[config.mk]
export PLATFORM = sky130hd
export DESIGN_NAME = twe_slave
export DESIGN_NICKNAME = d
export VERILOG_FILES = /design/src/hdl/twe_sync.v /design/src/hdl/twe_fifo.v /design/src/hdl/twe_slave.v
export VERILOG_INCLUDE_DIRS = /design/src /design/src/hdl
export SDC_FILE = /design/constraint.sdc
export NUM_CORES = 1
export LEC_CHECK = 0
export CORE_MARGIN = 4
export CORE_UTILIZATION = 64
export DETAILED_ROUTE_END_ITERATION = 10
export DONT_BUFFER_PORTS = 1
export GPL_ROUTABILITY_DRIVEN = 0
export HOLD_SLACK_MARGIN = 0.05
export PLACE_DENSITY = 0.8
export SKIP_LAST_GASP = 1
export SYNTH_ARGS = -nofsm -noshare
export SYNTH_HDL_FRONTEND = slang
export SYNTH_HIERARCHICAL = 1
export SYNTH_SLANG_ARGS = --single-unit
[constraint.sdc]
create_clock -name clk -period 3.3 [get_ports clk]
set_input_delay 0.33 -clock clk [delete_from_list [all_inputs] [get_ports clk]]
set_output_delay 0.33 -clock clk [all_outputs]
set_load 0.005 [all_outputs]
[src/hdl/twe_regs.vh]
// Constants for the two-wire serial memory slave interface.
`ifndef TWE_REGS_VH
`define TWE_REGS_VH

// Clock rate and self-timed program cycle.
`define TWE_CLK_MHZ        100
`define TWE_PROG_TIME_MS   6
`define TWE_PROG_CYCLES    (`TWE_PROG_TIME_MS * `TWE_CLK_MHZ * 1000)

// Array address layout.
`define TWE_ADDR_W         14
`define TWE_ADDR_HI_BITS   6
`define TWE_ADDR_ONE       14'h0001

// Slave address byte fields.
`define TWE_TYPE_MSB       7
`define TWE_TYPE_LSB       4
`define TWE_SEL_MSB        3
`define TWE_SEL_LSB        1
`define TWE_RW_BIT         0

// Byte position within a transfer.
`define TWE_BYTE_SLAVE     2'h0
`define TWE_BYTE_ADDR_HI   2'h1
`define TWE_BYTE_ADDR_LO   2'h2
`define TWE_BYTE_DATA      2'h3

// Bits per byte and write FIFO depth.
`define TWE_BITS_PER_BYTE  4'h8
`define TWE_LAST_TX_BIT    4'h7
`define TWE_FIFO_DEPTH     4

`endif

[src/hdl/twe_sync.v]
// Two-flop synchroniser for pins from outside the clock domain.
`timescale 1ns/1ns
module twe_sync #(
  parameter WIDTH = 1,
  parameter [WIDTH-1:0] RST_VAL = {WIDTH{1'b0}}
) (
  // Clock and reset
  input  wire             clk,
  input  wire             arst_n,
  // Pins and synchronised copies
  input  wire [WIDTH-1:0] pin,
  output wire [WIDTH-1:0] sync
);

  reg [WIDTH-1:0] meta_ff;
  reg [WIDTH-1:0] sync_ff;

  always @(posedge clk or negedge arst_n) begin
    if (!arst_n) begin
      meta_ff <= RST_VAL;
      sync_ff <= RST_VAL;
    end else begin
      meta_ff <= pin;
      sync_ff <= meta_ff;
    end
  end

  assign sync = sync_ff;

endmodule

[src/hdl/twe_fifo.v]
// Small flip-flop FIFO with valid and ready on both sides.
`timescale 1ns/1ns
module twe_fifo #(
  parameter WIDTH = 22,
  parameter DEPTH = 4,
  parameter AW    = 2
) (
  // Clock and reset
  input  wire             clk,
  input  wire             arst_n,
  // Fill side
  input  wire             in_valid,
  output wire             in_ready,
  input  wire [WIDTH-1:0] in_data,
  // Drain side
  output wire             out_valid,
  input  wire             out_ready,
  output wire [WIDTH-1:0] out_data
);

  reg [WIDTH-1:0] mem_ff [0:DEPTH-1];
  reg [AW-1:0]    wr_ptr_ff;
  reg [AW-1:0]    rd_ptr_ff;
  reg [AW:0]      count_ff;

  wire push = in_valid & in_ready;
  wire pop  = out_valid & out_ready;

  assign in_ready  = (count_ff != DEPTH[AW:0]);
  assign out_valid = (count_ff != {(AW+1){1'b0}});
  assign out_data  = mem_ff[rd_ptr_ff];

  genvar gi;
  generate
    for (gi = 0; gi < DEPTH; gi = gi + 1) begin : g_entry
      localparam [AW-1:0] IDX = gi;
      always @(posedge clk or negedge arst_n) begin
        if (!arst_n) begin
          mem_ff[gi] <= {WIDTH{1'b0}};
        end else if (push && (wr_ptr_ff == IDX)) begin
          mem_ff[gi] <= in_data;
        end
      end
    end
  endgenerate

  always @(posedge clk or negedge arst_n) begin
    if (!arst_n) begin
      wr_ptr_ff <= {AW{1'b0}};
      rd_ptr_ff <= {AW{1'b0}};
      count_ff  <= {(AW+1){1'b0}};
    end else begin
      if (push) begin
        wr_ptr_ff <= (wr_ptr_ff == DEPTH[AW-1:0] - 1'b1) ? {AW{1'b0}} : wr_ptr_ff + 1'b1;
      end
      if (pop) begin
        rd_ptr_ff <= (rd_ptr_ff == DEPTH[AW-1:0] - 1'b1) ? {AW{1'b0}} : rd_ptr_ff + 1'b1;
      end
      if (push && !pop) begin
        count_ff <= count_ff + 1'b1;
      end else if (pop && !push) begin
        count_ff <= count_ff - 1'b1;
      end
    end
  end

endmodule

[src/hdl/twe_slave.v]
// Two-wire serial memory slave: bus protocol, write buffering and program timer.
`timescale 1ns/1ns
`include "twe_regs.vh"
module twe_slave #(
  parameter [3:0] TYPE_CODE   = 4'h5, // Arbitrary type code.
  parameter       PROG_CYCLES = `TWE_PROG_CYCLES,
  parameter       FIFO_DEPTH  = `TWE_FIFO_DEPTH,
  parameter       FIFO_AW     = 2
) (
  // Clock and reset
  input  wire                   clk,
  input  wire                   arst_n,
  // Two-wire bus pins
  input  wire                   scl,
  input  wire                   sda_in,
  output wire                   sda_out,
  output wire                   sda_oe,
  // Strap and protect pins
  input  wire                   chip_select_bit0,
  input  wire                   chip_select_bit1,
  input  wire                   chip_select_bit2,
  input  wire                   write_protect,
  // Array read port, same clock
  output wire [`TWE_ADDR_W-1:0] rd_addr,
  input  wire [7:0]             rd_data,
  // Array write stream
  output wire                   wr_valid,
  input  wire                   wr_ready,
  output wire [`TWE_ADDR_W-1:0] wr_addr,
  output wire [7:0]             wr_data,
  // Status
  output wire                   busy
);

  localparam [2:0] ST_IDLE = 3'h0;
  localparam [2:0] ST_RX   = 3'h1;
  localparam [2:0] ST_ACK  = 3'h2;
  localparam [2:0] ST_TX   = 3'h3;
  localparam [2:0] ST_MACK = 3'h4;

  localparam       FW        = `TWE_ADDR_W + 8;
  localparam [19:0] PROG_LAST = PROG_CYCLES[19:0] - 20'h0_0001;

  // Synchronised pins; the bus lines reset high as their pull-ups would.
  wire [5:0] pins_s;
  twe_sync #(
    .WIDTH   (6),
    .RST_VAL (6'h03)
  ) i_twe_sync (
    .clk    (clk),
    .arst_n (arst_n),
    .pin    ({chip_select_bit2, chip_select_bit1, chip_select_bit0, write_protect, scl, sda_in}),
    .sync   (pins_s)
  );

  wire       sda_s = pins_s[0];
  wire       scl_s = pins_s[1];
  wire       wp_s  = pins_s[2];
  wire [2:0] sel_s = pins_s[5:3];

  reg                   scl_d_ff;
  reg                   sda_d_ff;
  reg [2:0]             state_ff;
  reg [3:0]             bit_cnt_ff;
  reg [1:0]             byte_idx_ff;
  reg [7:0]             shift_ff;
  reg [7:0]             tx_ff;
  reg                   rw_ff;
  reg [`TWE_ADDR_W-1:0] addr_ff;
  reg                   sda_oe_ff;
  reg                   sda_out_ff;
  reg                   mack_ff;
  reg                   wr_pend_ff;
  reg                   busy_ff;
  reg [19:0]            prog_cnt_ff;
  reg                   wr_valid_ff;
  reg [`TWE_ADDR_W-1:0] wr_addr_ff;
  reg [7:0]             wr_data_ff;

  reg [2:0]             nxt_state;
  reg [3:0]             nxt_bit_cnt;
  reg [1:0]             nxt_byte_idx;
  reg [7:0]             nxt_shift;
  reg [7:0]             nxt_tx;
  reg                   nxt_rw;
  reg [`TWE_ADDR_W-1:0] nxt_addr;
  reg                   nxt_sda_oe;
  reg                   nxt_mack;
  reg                   nxt_wr_pend;
  reg                   nxt_busy;
  reg [19:0]            nxt_prog_cnt;
  reg                   push;

  // Edges and bus conditions from the second-stage samples only.
  wire scl_rise = scl_s & ~scl_d_ff;
  wire scl_fall = ~scl_s & scl_d_ff;
  wire start_c  = scl_s & scl_d_ff & sda_d_ff & ~sda_s;
  wire stop_c   = scl_s & scl_d_ff & ~sda_d_ff & sda_s;

  wire type_ok  = (shift_ff[`TWE_TYPE_MSB:`TWE_TYPE_LSB] == TYPE_CODE);
  wire sel_ok   = (shift_ff[`TWE_SEL_MSB:`TWE_SEL_LSB] == sel_s);
  // Only a driven high level protects.
  wire protect  = (wp_s == 1'b1);

  wire             fifo_in_ready;
  wire             fifo_out_valid;
  wire [FW-1:0]    fifo_out_data;
  wire             fifo_pop = fifo_out_valid & (~wr_valid_ff | wr_ready);

  twe_fifo #(
    .WIDTH (FW),
    .DEPTH (FIFO_DEPTH),
    .AW    (FIFO_AW)
  ) i_twe_fifo (
    .clk       (clk),
    .arst_n    (arst_n),
    .in_valid  (push),
    .in_ready  (fifo_in_ready),
    .in_data   ({addr_ff, shift_ff}),
    .out_valid (fifo_out_valid),
    .out_ready (fifo_pop),
    .out_data  (fifo_out_data)
  );

  always @* begin
    nxt_state    = state_ff;
    nxt_bit_cnt  = bit_cnt_ff;
    nxt_byte_idx = byte_idx_ff;
    nxt_shift    = shift_ff;
    nxt_tx       = tx_ff;
    nxt_rw       = rw_ff;
    nxt_addr     = addr_ff;
    nxt_sda_oe   = sda_oe_ff;
    nxt_mack     = mack_ff;
    nxt_wr_pend  = wr_pend_ff;
    nxt_busy     = busy_ff;
    nxt_prog_cnt = prog_cnt_ff;
    push         = 1'b0;

    // Program timer counts up through the fixed cycle.
    if (busy_ff) begin
      nxt_prog_cnt = prog_cnt_ff + 20'h0_0001;
      if (prog_cnt_ff == PROG_LAST) begin
        nxt_busy = 1'b0;
      end
    end

    if (stop_c) begin
      nxt_state  = ST_IDLE;
      nxt_sda_oe = 1'b0;
      // Accepted data starts the program cycle.
      if (wr_pend_ff) begin
        nxt_busy     = 1'b1;
        nxt_prog_cnt = 20'h0_0000;
        nxt_wr_pend  = 1'b0;
      end
    end else if (start_c) begin
      nxt_sda_oe = 1'b0;
      if (busy_ff) begin
        nxt_state = ST_IDLE;
      end else begin
        nxt_state    = ST_RX;
        nxt_bit_cnt  = 4'h0;
        nxt_byte_idx = `TWE_BYTE_SLAVE;
      end
    end else begin
      case (state_ff)
        ST_IDLE: begin
          nxt_sda_oe = 1'b0;
        end
        ST_RX: begin
          if (scl_rise && bit_cnt_ff != `TWE_BITS_PER_BYTE) begin
            nxt_shift   = {shift_ff[6:0], sda_s};
            nxt_bit_cnt = bit_cnt_ff + 4'h1;
          end else if (scl_fall && bit_cnt_ff == `TWE_BITS_PER_BYTE) begin
            nxt_state = ST_ACK;
            case (byte_idx_ff)
              `TWE_BYTE_SLAVE: begin
                // Slave address byte decode, no match while busy.
                if (type_ok && sel_ok && !busy_ff) begin
                  nxt_sda_oe   = 1'b1;
                  nxt_rw       = shift_ff[`TWE_RW_BIT];
                  nxt_byte_idx = `TWE_BYTE_ADDR_HI;
                end else begin
                  nxt_state = ST_IDLE;
                end
              end
              `TWE_BYTE_ADDR_HI: begin
                nxt_sda_oe   = 1'b1;
                nxt_addr     = {shift_ff[`TWE_ADDR_HI_BITS-1:0], addr_ff[7:0]};
                nxt_byte_idx = `TWE_BYTE_ADDR_LO;
              end
              `TWE_BYTE_ADDR_LO: begin
                nxt_sda_oe   = 1'b1;
                nxt_addr     = {addr_ff[`TWE_ADDR_W-1:8], shift_ff};
                nxt_byte_idx = `TWE_BYTE_DATA;
              end
              default: begin
                // Protected or full: no data acknowledge.
                if (!protect && fifo_in_ready) begin
                  nxt_sda_oe  = 1'b1;
                  push        = 1'b1;
                  nxt_wr_pend = 1'b1;
                  nxt_addr    = addr_ff + `TWE_ADDR_ONE;
                end else begin
                  nxt_state = ST_IDLE;
                end
              end
            endcase
          end
        end
        ST_ACK: begin
          if (scl_fall) begin
            nxt_sda_oe  = 1'b0;
            nxt_bit_cnt = 4'h0;
            if (rw_ff) begin
              nxt_state  = ST_TX;
              nxt_tx     = rd_data;
              nxt_sda_oe = ~rd_data[7];
              nxt_addr   = addr_ff + `TWE_ADDR_ONE;
            end else begin
              nxt_state = ST_RX;
            end
          end
        end
        ST_TX: begin
          if (scl_fall) begin
            nxt_bit_cnt = bit_cnt_ff + 4'h1;
            if (bit_cnt_ff == `TWE_LAST_TX_BIT) begin
              nxt_sda_oe = 1'b0;
              nxt_state  = ST_MACK;
            end else begin
              nxt_tx     = {tx_ff[6:0], 1'b0};
              nxt_sda_oe = ~tx_ff[6];
            end
          end
        end
        ST_MACK: begin
          if (scl_rise) begin
            nxt_mack = sda_s;
          end else if (scl_fall) begin
            nxt_bit_cnt = 4'h0;
            if (!mack_ff) begin
              nxt_state  = ST_TX;
              nxt_tx     = rd_data;
              nxt_sda_oe = ~rd_data[7];
              nxt_addr   = addr_ff + `TWE_ADDR_ONE;
            end else begin
              nxt_state = ST_IDLE;
            end
          end
        end
        default: begin
          nxt_state  = ST_IDLE;
          nxt_sda_oe = 1'b0;
        end
      endcase
    end

    // No drive at all during the program cycle.
    if (nxt_busy) begin
      nxt_sda_oe = 1'b0;
    end
  end

  always @(posedge clk or negedge arst_n) begin
    if (!arst_n) begin
      scl_d_ff    <= 1'b1;
      sda_d_ff    <= 1'b1;
      state_ff    <= ST_IDLE;
      bit_cnt_ff  <= 4'h0;
      byte_idx_ff <= `TWE_BYTE_SLAVE;
      shift_ff    <= 8'h00;
      tx_ff       <= 8'h00;
      rw_ff       <= 1'b0;
      addr_ff     <= {`TWE_ADDR_W{1'b0}};
      sda_oe_ff   <= 1'b0;
      sda_out_ff  <= 1'b0;
      mack_ff     <= 1'b1;
      wr_pend_ff  <= 1'b0;
      busy_ff     <= 1'b0;
      prog_cnt_ff <= 20'h0_0000;
    end else begin
      scl_d_ff    <= scl_s;
      sda_d_ff    <= sda_s;
      state_ff    <= nxt_state;
      bit_cnt_ff  <= nxt_bit_cnt;
      byte_idx_ff <= nxt_byte_idx;
      shift_ff    <= nxt_shift;
      tx_ff       <= nxt_tx;
      rw_ff       <= nxt_rw;
      addr_ff     <= nxt_addr;
      sda_oe_ff   <= nxt_sda_oe;
      // Open drain: the driven level is always low.
      sda_out_ff  <= 1'b0;
      mack_ff     <= nxt_mack;
      wr_pend_ff  <= nxt_wr_pend;
      busy_ff     <= nxt_busy;
      prog_cnt_ff <= nxt_prog_cnt;
    end
  end

  // Output stage keeps the write stream straight from flops.
  always @(posedge clk or negedge arst_n) begin
    if (!arst_n) begin
      wr_valid_ff <= 1'b0;
      wr_addr_ff  <= {`TWE_ADDR_W{1'b0}};
      wr_data_ff  <= 8'h00;
    end else if (fifo_pop) begin
      wr_valid_ff <= 1'b1;
      wr_addr_ff  <= fifo_out_data[FW-1:8];
      wr_data_ff  <= fifo_out_data[7:0];
    end else if (wr_ready) begin
      wr_valid_ff <= 1'b0;
    end
  end

  assign sda_out  = sda_out_ff;
  assign sda_oe   = sda_oe_ff;
  assign rd_addr  = addr_ff;
  assign wr_valid = wr_valid_ff;
  assign wr_addr  = wr_addr_ff;
  assign wr_data  = wr_data_ff;
  assign busy     = busy_ff;

endmodule

## After elaboration in Yosys (flattened, before gate mapping)

Cells that the tools add are included.

- Order comparisons: 1
- Mux-type cells: 93
- Reductions and logical operators: 43
- Equal/unequal tests: 57
- Add/sub/neg operators: 7
- Bitwise gates (word level): 22

Operators with widths:

| kind | number |
|---|---|
| 14-bit 2-to-1 mux | 8 |
| 14-bit case mux with 3 select lines | 2 |
| 20-bit 2-to-1 mux | 3 |
| 7-bit 2-to-1 mux | 7 |
| 22-bit binary-select mux with 2-bit select | 1 |
| 22-bit 2-to-1 mux | 2 |
| 5-bit inequality test, second input constant | 7 |
| 1-bit 2-to-1 mux | 34 |
| 3-bit 2-to-1 mux | 11 |
| 4-bit inequality test, second input constant | 8 |
| 2-bit inequality test, second input constant | 15 |
| 13-bit AND reduction | 2 |
| 2-bit 2-to-1 mux | 12 |
| 4-bit 2-to-1 mux | 6 |
| 3-bit inequality test, second input constant | 8 |
| 7-bit case mux with 3 select lines | 1 |
| 20-bit by 1-bit adder with 20-bit output, second input constant | 1 |
| 20-bit == test, second input constant | 1 |
| 4-bit case mux with 4 select lines | 1 |
| 3-bit case mux with 5 select lines | 1 |
| 14-bit by 1-bit adder with 14-bit output, second input constant | 1 |
| 7-bit AND reduction | 2 |
| 2-bit nonzero test | 7 |
| 6-bit AND reduction | 2 |
| other kinds (37) | 80 |

- Register bits: 195
- Input port bits: 17

## Depth between registers and ports, before layout

- Depth in word-level cells: 14
- Depth in mapped cells: 13

## By module

Netlist, hierarchy kept.

Modules (own cells, without submodules):

| module | sequential area each (µm²) | cells an instance | area an instance (µm²) | instances |
|---|---|---|---|---|
| twe_slave | 2205.9 | 473 | 4809.6 | 1 |
| twe_fifo | 2377.3 | 252 | 4252.8 | 1 |
| twe_sync | 305.3 | 12 | 305.3 | 1 |

## Worst setup path after synthesis

OpenSTA, ideal clock, no wires.

- Path type: reg-to-reg
- Start point: reg i_twe_fifo.count_ff[1]
- End point: reg i_twe_fifo.count_ff[2]
- Setup slack: 0.668 ns
- Cell stages (with the launch flop): 12
- Period minus slack after synthesis: 2.632 ns
- Data required time: 3.221 ns
- Setup time: 0.079 ns
- Arrival time: 2.552 ns
- Cells stage by stage: dfrtp_1 > or3_2 > nand2_1 > buf_1 > inv_1 > nand2_1 > ha_1 > inv_1 > fa_1 > xor2_1 > nor2_1 > xor2_1

- Elaborated cells between the ends (all ways): 22

RTL lines:

| element | line | source |
|---|---|---|
| start: declaration | twe_fifo.v:24 | `reg [AW:0] count_ff;` |
| start signal: assignment | twe_fifo.v:51 | `count_ff <= {(AW+1){1'b0}};` |
| start signal: assignment | twe_fifo.v:60 | `count_ff <= count_ff + 1'b1;` |
| start signal: assignment | twe_fifo.v:62 | `count_ff <= count_ff - 1'b1;` |
| 3-bit nonzero test * | twe_fifo.v:30 | `assign out_valid = (count_ff != {(AW+1){1'b0}});` |
| net fifo_out_valid | twe_slave.v:106 | `wire fifo_out_valid;` |
| 1-bit bitwise AND * | twe_slave.v:108 | `wire fifo_pop = fifo_out_valid & (~wr_valid_ff \| wr_ready);` |
| net fifo_pop | twe_slave.v:108 |  |
| 1-bit bitwise AND * | twe_fifo.v:27 | `wire pop = out_valid & out_ready;` |
| 1-bit zero test | twe_fifo.v:59 | `if (push && !pop) begin` |
| 1-bit logical AND | twe_fifo.v:59 |  |
| 3-bit 2-to-1 mux / 2-bit nonzero test (equally long branches) | - |  |

Mark *: on every way through the listed nets, which the timed path passes. The rest lies on a longest branch. The select of a mux whose other input is x is not followed.
A chain may end at the register's enable or synchronous reset.

## Worst setup path in the final report

- Start point: reg state_ff[1]
- End point: reg i_twe_fifo.count_ff[2]

- Cells in the longest elaborated chain, start to end: 8
- Elaborated cells between the ends (all ways): 10

RTL lines:

| element | line | source |
|---|---|---|
| start: declaration | twe_slave.v:63 | `reg [2:0] state_ff;` |
| start signal: assignment | twe_slave.v:286 | `state_ff <= nxt_state;` |
| 3-bit by 1-bit == test with 1-bit output * | twe_slave.v:167 | `case (state_ff)` |
| 1-bit 2-to-1 mux * | twe_slave.v:167 |  |
| 1-bit 2-to-1 mux * | twe_slave.v:157 | `end else if (start_c) begin` |
| 1-bit 2-to-1 mux * | twe_slave.v:148 | `if (stop_c) begin` |
| net push | twe_slave.v:92 | `reg push;` |
| 1-bit bitwise AND * | twe_fifo.v:26 | `wire push = in_valid & in_ready;` |
| net i_twe_fifo.push | twe_fifo.v:26 |  |
| 1-bit zero test | twe_fifo.v:61 | `end else if (pop && !push) begin` |
| 1-bit logical AND | twe_fifo.v:61 |  |
| 2-bit nonzero test (no source line) | - |  |

Mark *: on every way through the listed nets, which the timed path passes. The rest lies on a longest branch.

==> impl_metrics.ini <==
[outcome]
status = finished, violations left
violations = hold timing

[clocking]
post_cts_resize_count = 0
post_cts_buffers = 0
cts_buffers = 17
cts_root_buf = clkbuf_16
cts.sinks = 195
ctsHoldBuffers = 7
clock_path_buffers = 2
htree_num_levels = 4
cts_tree = built
clk_pin_slew_ns = 0.07
clk-insertion-delay-late_ns = 0.42

[power_and_ir_drop]
comb_power_share_pct = 5.1
p_clk_share_pct = 44.6
p_leak_nw = 4.80
power.share.switching_pct = 21.6
intPower_mw = 4.01
pwr-share-seq_pct = 50.3
power.density_mw_per_mm2 = 503
p_switching_mw = 1.11
max-vdd-ir-drop_mv = 0.410

[detailed_routing]
routed_wl_microns = 18900
wl_per_cell_microns = 20.4
drtIter0Drc = 466
num_vias = 5900
drc = 0
dr.pass1.iters = 4
ant_nets = 0
vias_per_cell = 6.34

[setup_path]
worst-path-max-fanout = 15
worstSetupStartpointType = flip-flop
critPathKind = reg2reg
end_kind = flip-flop
rrSetupSlack_ns = 0.51
reg2reg_to = i_twe_fifo/count_ff[2]
reg2reg_depth = 10
crit_required_ns = 3.65
critPathArrivalTime_ns = 3.14
timing.rr.start = state_ff[1]

[final_layout]
drive_gt1_share_pct = 29.1
final_common_cell = dfrtp_1
antennaDiodeCount = 0
nNetsFinal = 769
areaGrowthSynthToFinish_pct = 8.59
final_cell_mix = dfrtp_1, mux2_2, nand2_1, nor2_1, nand3_1

[grt]
overflow = 0
grt_max_degree = 196
grt_pass1_wl_microns = 31900
antenna_found_initial = 0
grt_pass1_vias = 6174
track_usage_pct = 24.4

[synth]
synthFlopType = dfrtp_1
yosysSeqAreaShare_pct = 52.2
ys_warn_count = 6
async_flop_share_pct = 100
ys_seq_elements = 195
synth_edf_count = 0
synth.avg_cell_area_sq_um = 12.7
synth_area_sq_mm = 0.00937
synth_nets = 769
yosysUniqueCellTypes = 69
synthCells = 737

[placed_design]
hpwl_microns = 12100
io_buffer_count = 0

[timing]
drv_slew = 0
hold-worst-slack_ns = -0.397
period_share_pct = 84.5
min_period_ns = 2.79
tightest_slew_ns = 1.11
finalSetupTns_ns = 0
max_clock_freq_mhz = 359
worst_clock_skew_ns = 0.00569
hold_viol_final = 195
relSlewSlack_pct = 25.4
setup_viol = 0
rsz0062_at_grt = false

[floorplan]
io_pins = 57
initial_core_util_pct = 66.5
fp.dieW_microns = 129
row_count = 43
coreArea_sq_mm = 0.0141
dieArea_sq_mm = 0.0166
dieHeight_microns = 129

[worst_hold_path]
hold_class = in2async

[job]
drv_cap = 0
==> critical path, cell delays in order, from the launching register on <==
cell and delay, ns:
dfrtp_1 0.56, or3b_4 0.49, nor2_1 0.15, and3_1 0.27, and2b_2 0.22, ha_1 0.19, inv_1 0.06, fa_1 0.37
xor2_1 0.15, nor2_1 0.12, xor2_1 0.15
==> how the worst max path moves through the flow <==
stage,to,from,depth (start not counted)
floorplan,i_twe_fifo/count_ff[2],i_twe_fifo/count_ff[1],11
global placement,i_twe_fifo/count_ff[2],state_ff[1],10
detailed placement,i_twe_fifo/count_ff[2],state_ff[1],10
CTS,i_twe_fifo/count_ff[2],state_ff[1],10
global route,i_twe_fifo/count_ff[2],state_ff[1],10
finish,i_twe_fifo/count_ff[2],state_ff[1],10
==> registers in the layout (all words and copies together), names as in the netlist, 3 cells and up <==
signal	flops
tx_ff	7
wr_data	8
i_twe_sync/meta_ff	6
bit_cnt_ff	4
shift_ff	8
prog_cnt_ff	20
rd_addr	14
i_twe_sync/sync	6
i_twe_fifo/count_ff	3
state_ff	3
wr_addr	14
i_twe_fifo/mem_ff	88
==> synth_stat cells (all sizes together) (7+ instances only) <==
cell / instances / area, sq um
nand2b: 7 / 43.8
mux2i: 10 / 100
nor2: 41 / 154
mux4: 22 / 495
buf: 29 / 221
xor2: 14 / 123
ha: 14 / 175
o21ai: 26 / 130
nand3: 25 / 125
a31oi: 20 / 125
a21oi: 15 / 75.1
nor4: 8 / 50.1
dfrtp: 188 / 4700
mux2: 126 / 1420
nand2: 51 / 199
xnor2: 12 / 105
nand4: 9 / 56.3
inv: 16 / 60.1
dfstp: 7 / 184
==> power groups by stage <==
| stage | registers, mW | clock network (mW) | logic (mW) |
|---|---|---|---|
| after floorplan | 2.57 | 0 | 0.216 |
| after global placement | 2.61 | 0 | 0.237 |
| after detailed placement | 2.62 | 0 | 0.253 |
| after CTS | 2.57 | 2.33 | 0.260 |
| after global routing | 2.59 | 2.44 | 0.292 |
| final | 2.57 | 2.28 | 0.263 |
==> layer usage <==
metal	GRT usage (%)	routed length, microns
met4	7.16	306
met2	41.4	9840
met5	0	0
met1	32.1	7990
met3	4.90	789
==> final cells by class <==
class	count	area (sq um)
Inverter	16	60.1
Clock inverter	11	195
Clock buffer	21	480
Timing Repair Buffer	16	138
Sequential cell	195	4890
Tap cell	180	225
Fill cell	901	3920
Multi-Input combinational cell	491	4190
==> cell families after synthesis <==
group | Yosys count | synth area share (%)
buffers and inverters | 51 | 3.25
AND/OR/NAND/NOR | 197 | 11.6
adder cells (fa/ha/maj) | 15 | 2.08
flip-flops | 195 | 52.2
XOR/XNOR | 26 | 2.43
AO/OA/AOI/OAI | 94 | 6.88
other | 1 | 0.0400
multiplexers | 158 | 21.5
==> through the flow <==
stage / util [%] / power (mW) / setup WS (ns) / cells / instance area (sq um)
2_1_floorplan: - / 2.79 / 0.668 / 737 / 9370
3_3_place_gp: 66.9 / 2.84 / 0.637 / 891 / 9430
3_5_place_dp: 66.9 / 2.87 / 0.533 / 891 / 9430
4_1_cts: 72.2 / 5.16 / 0.514 / 930 / 10200
5_1_grt: 72.2 / 5.31 / 0.375 / 930 / 10200
6_report: 72.2 / 5.12 / 0.511 / 930 / 10200
Power figures use the tool's default switching activity.
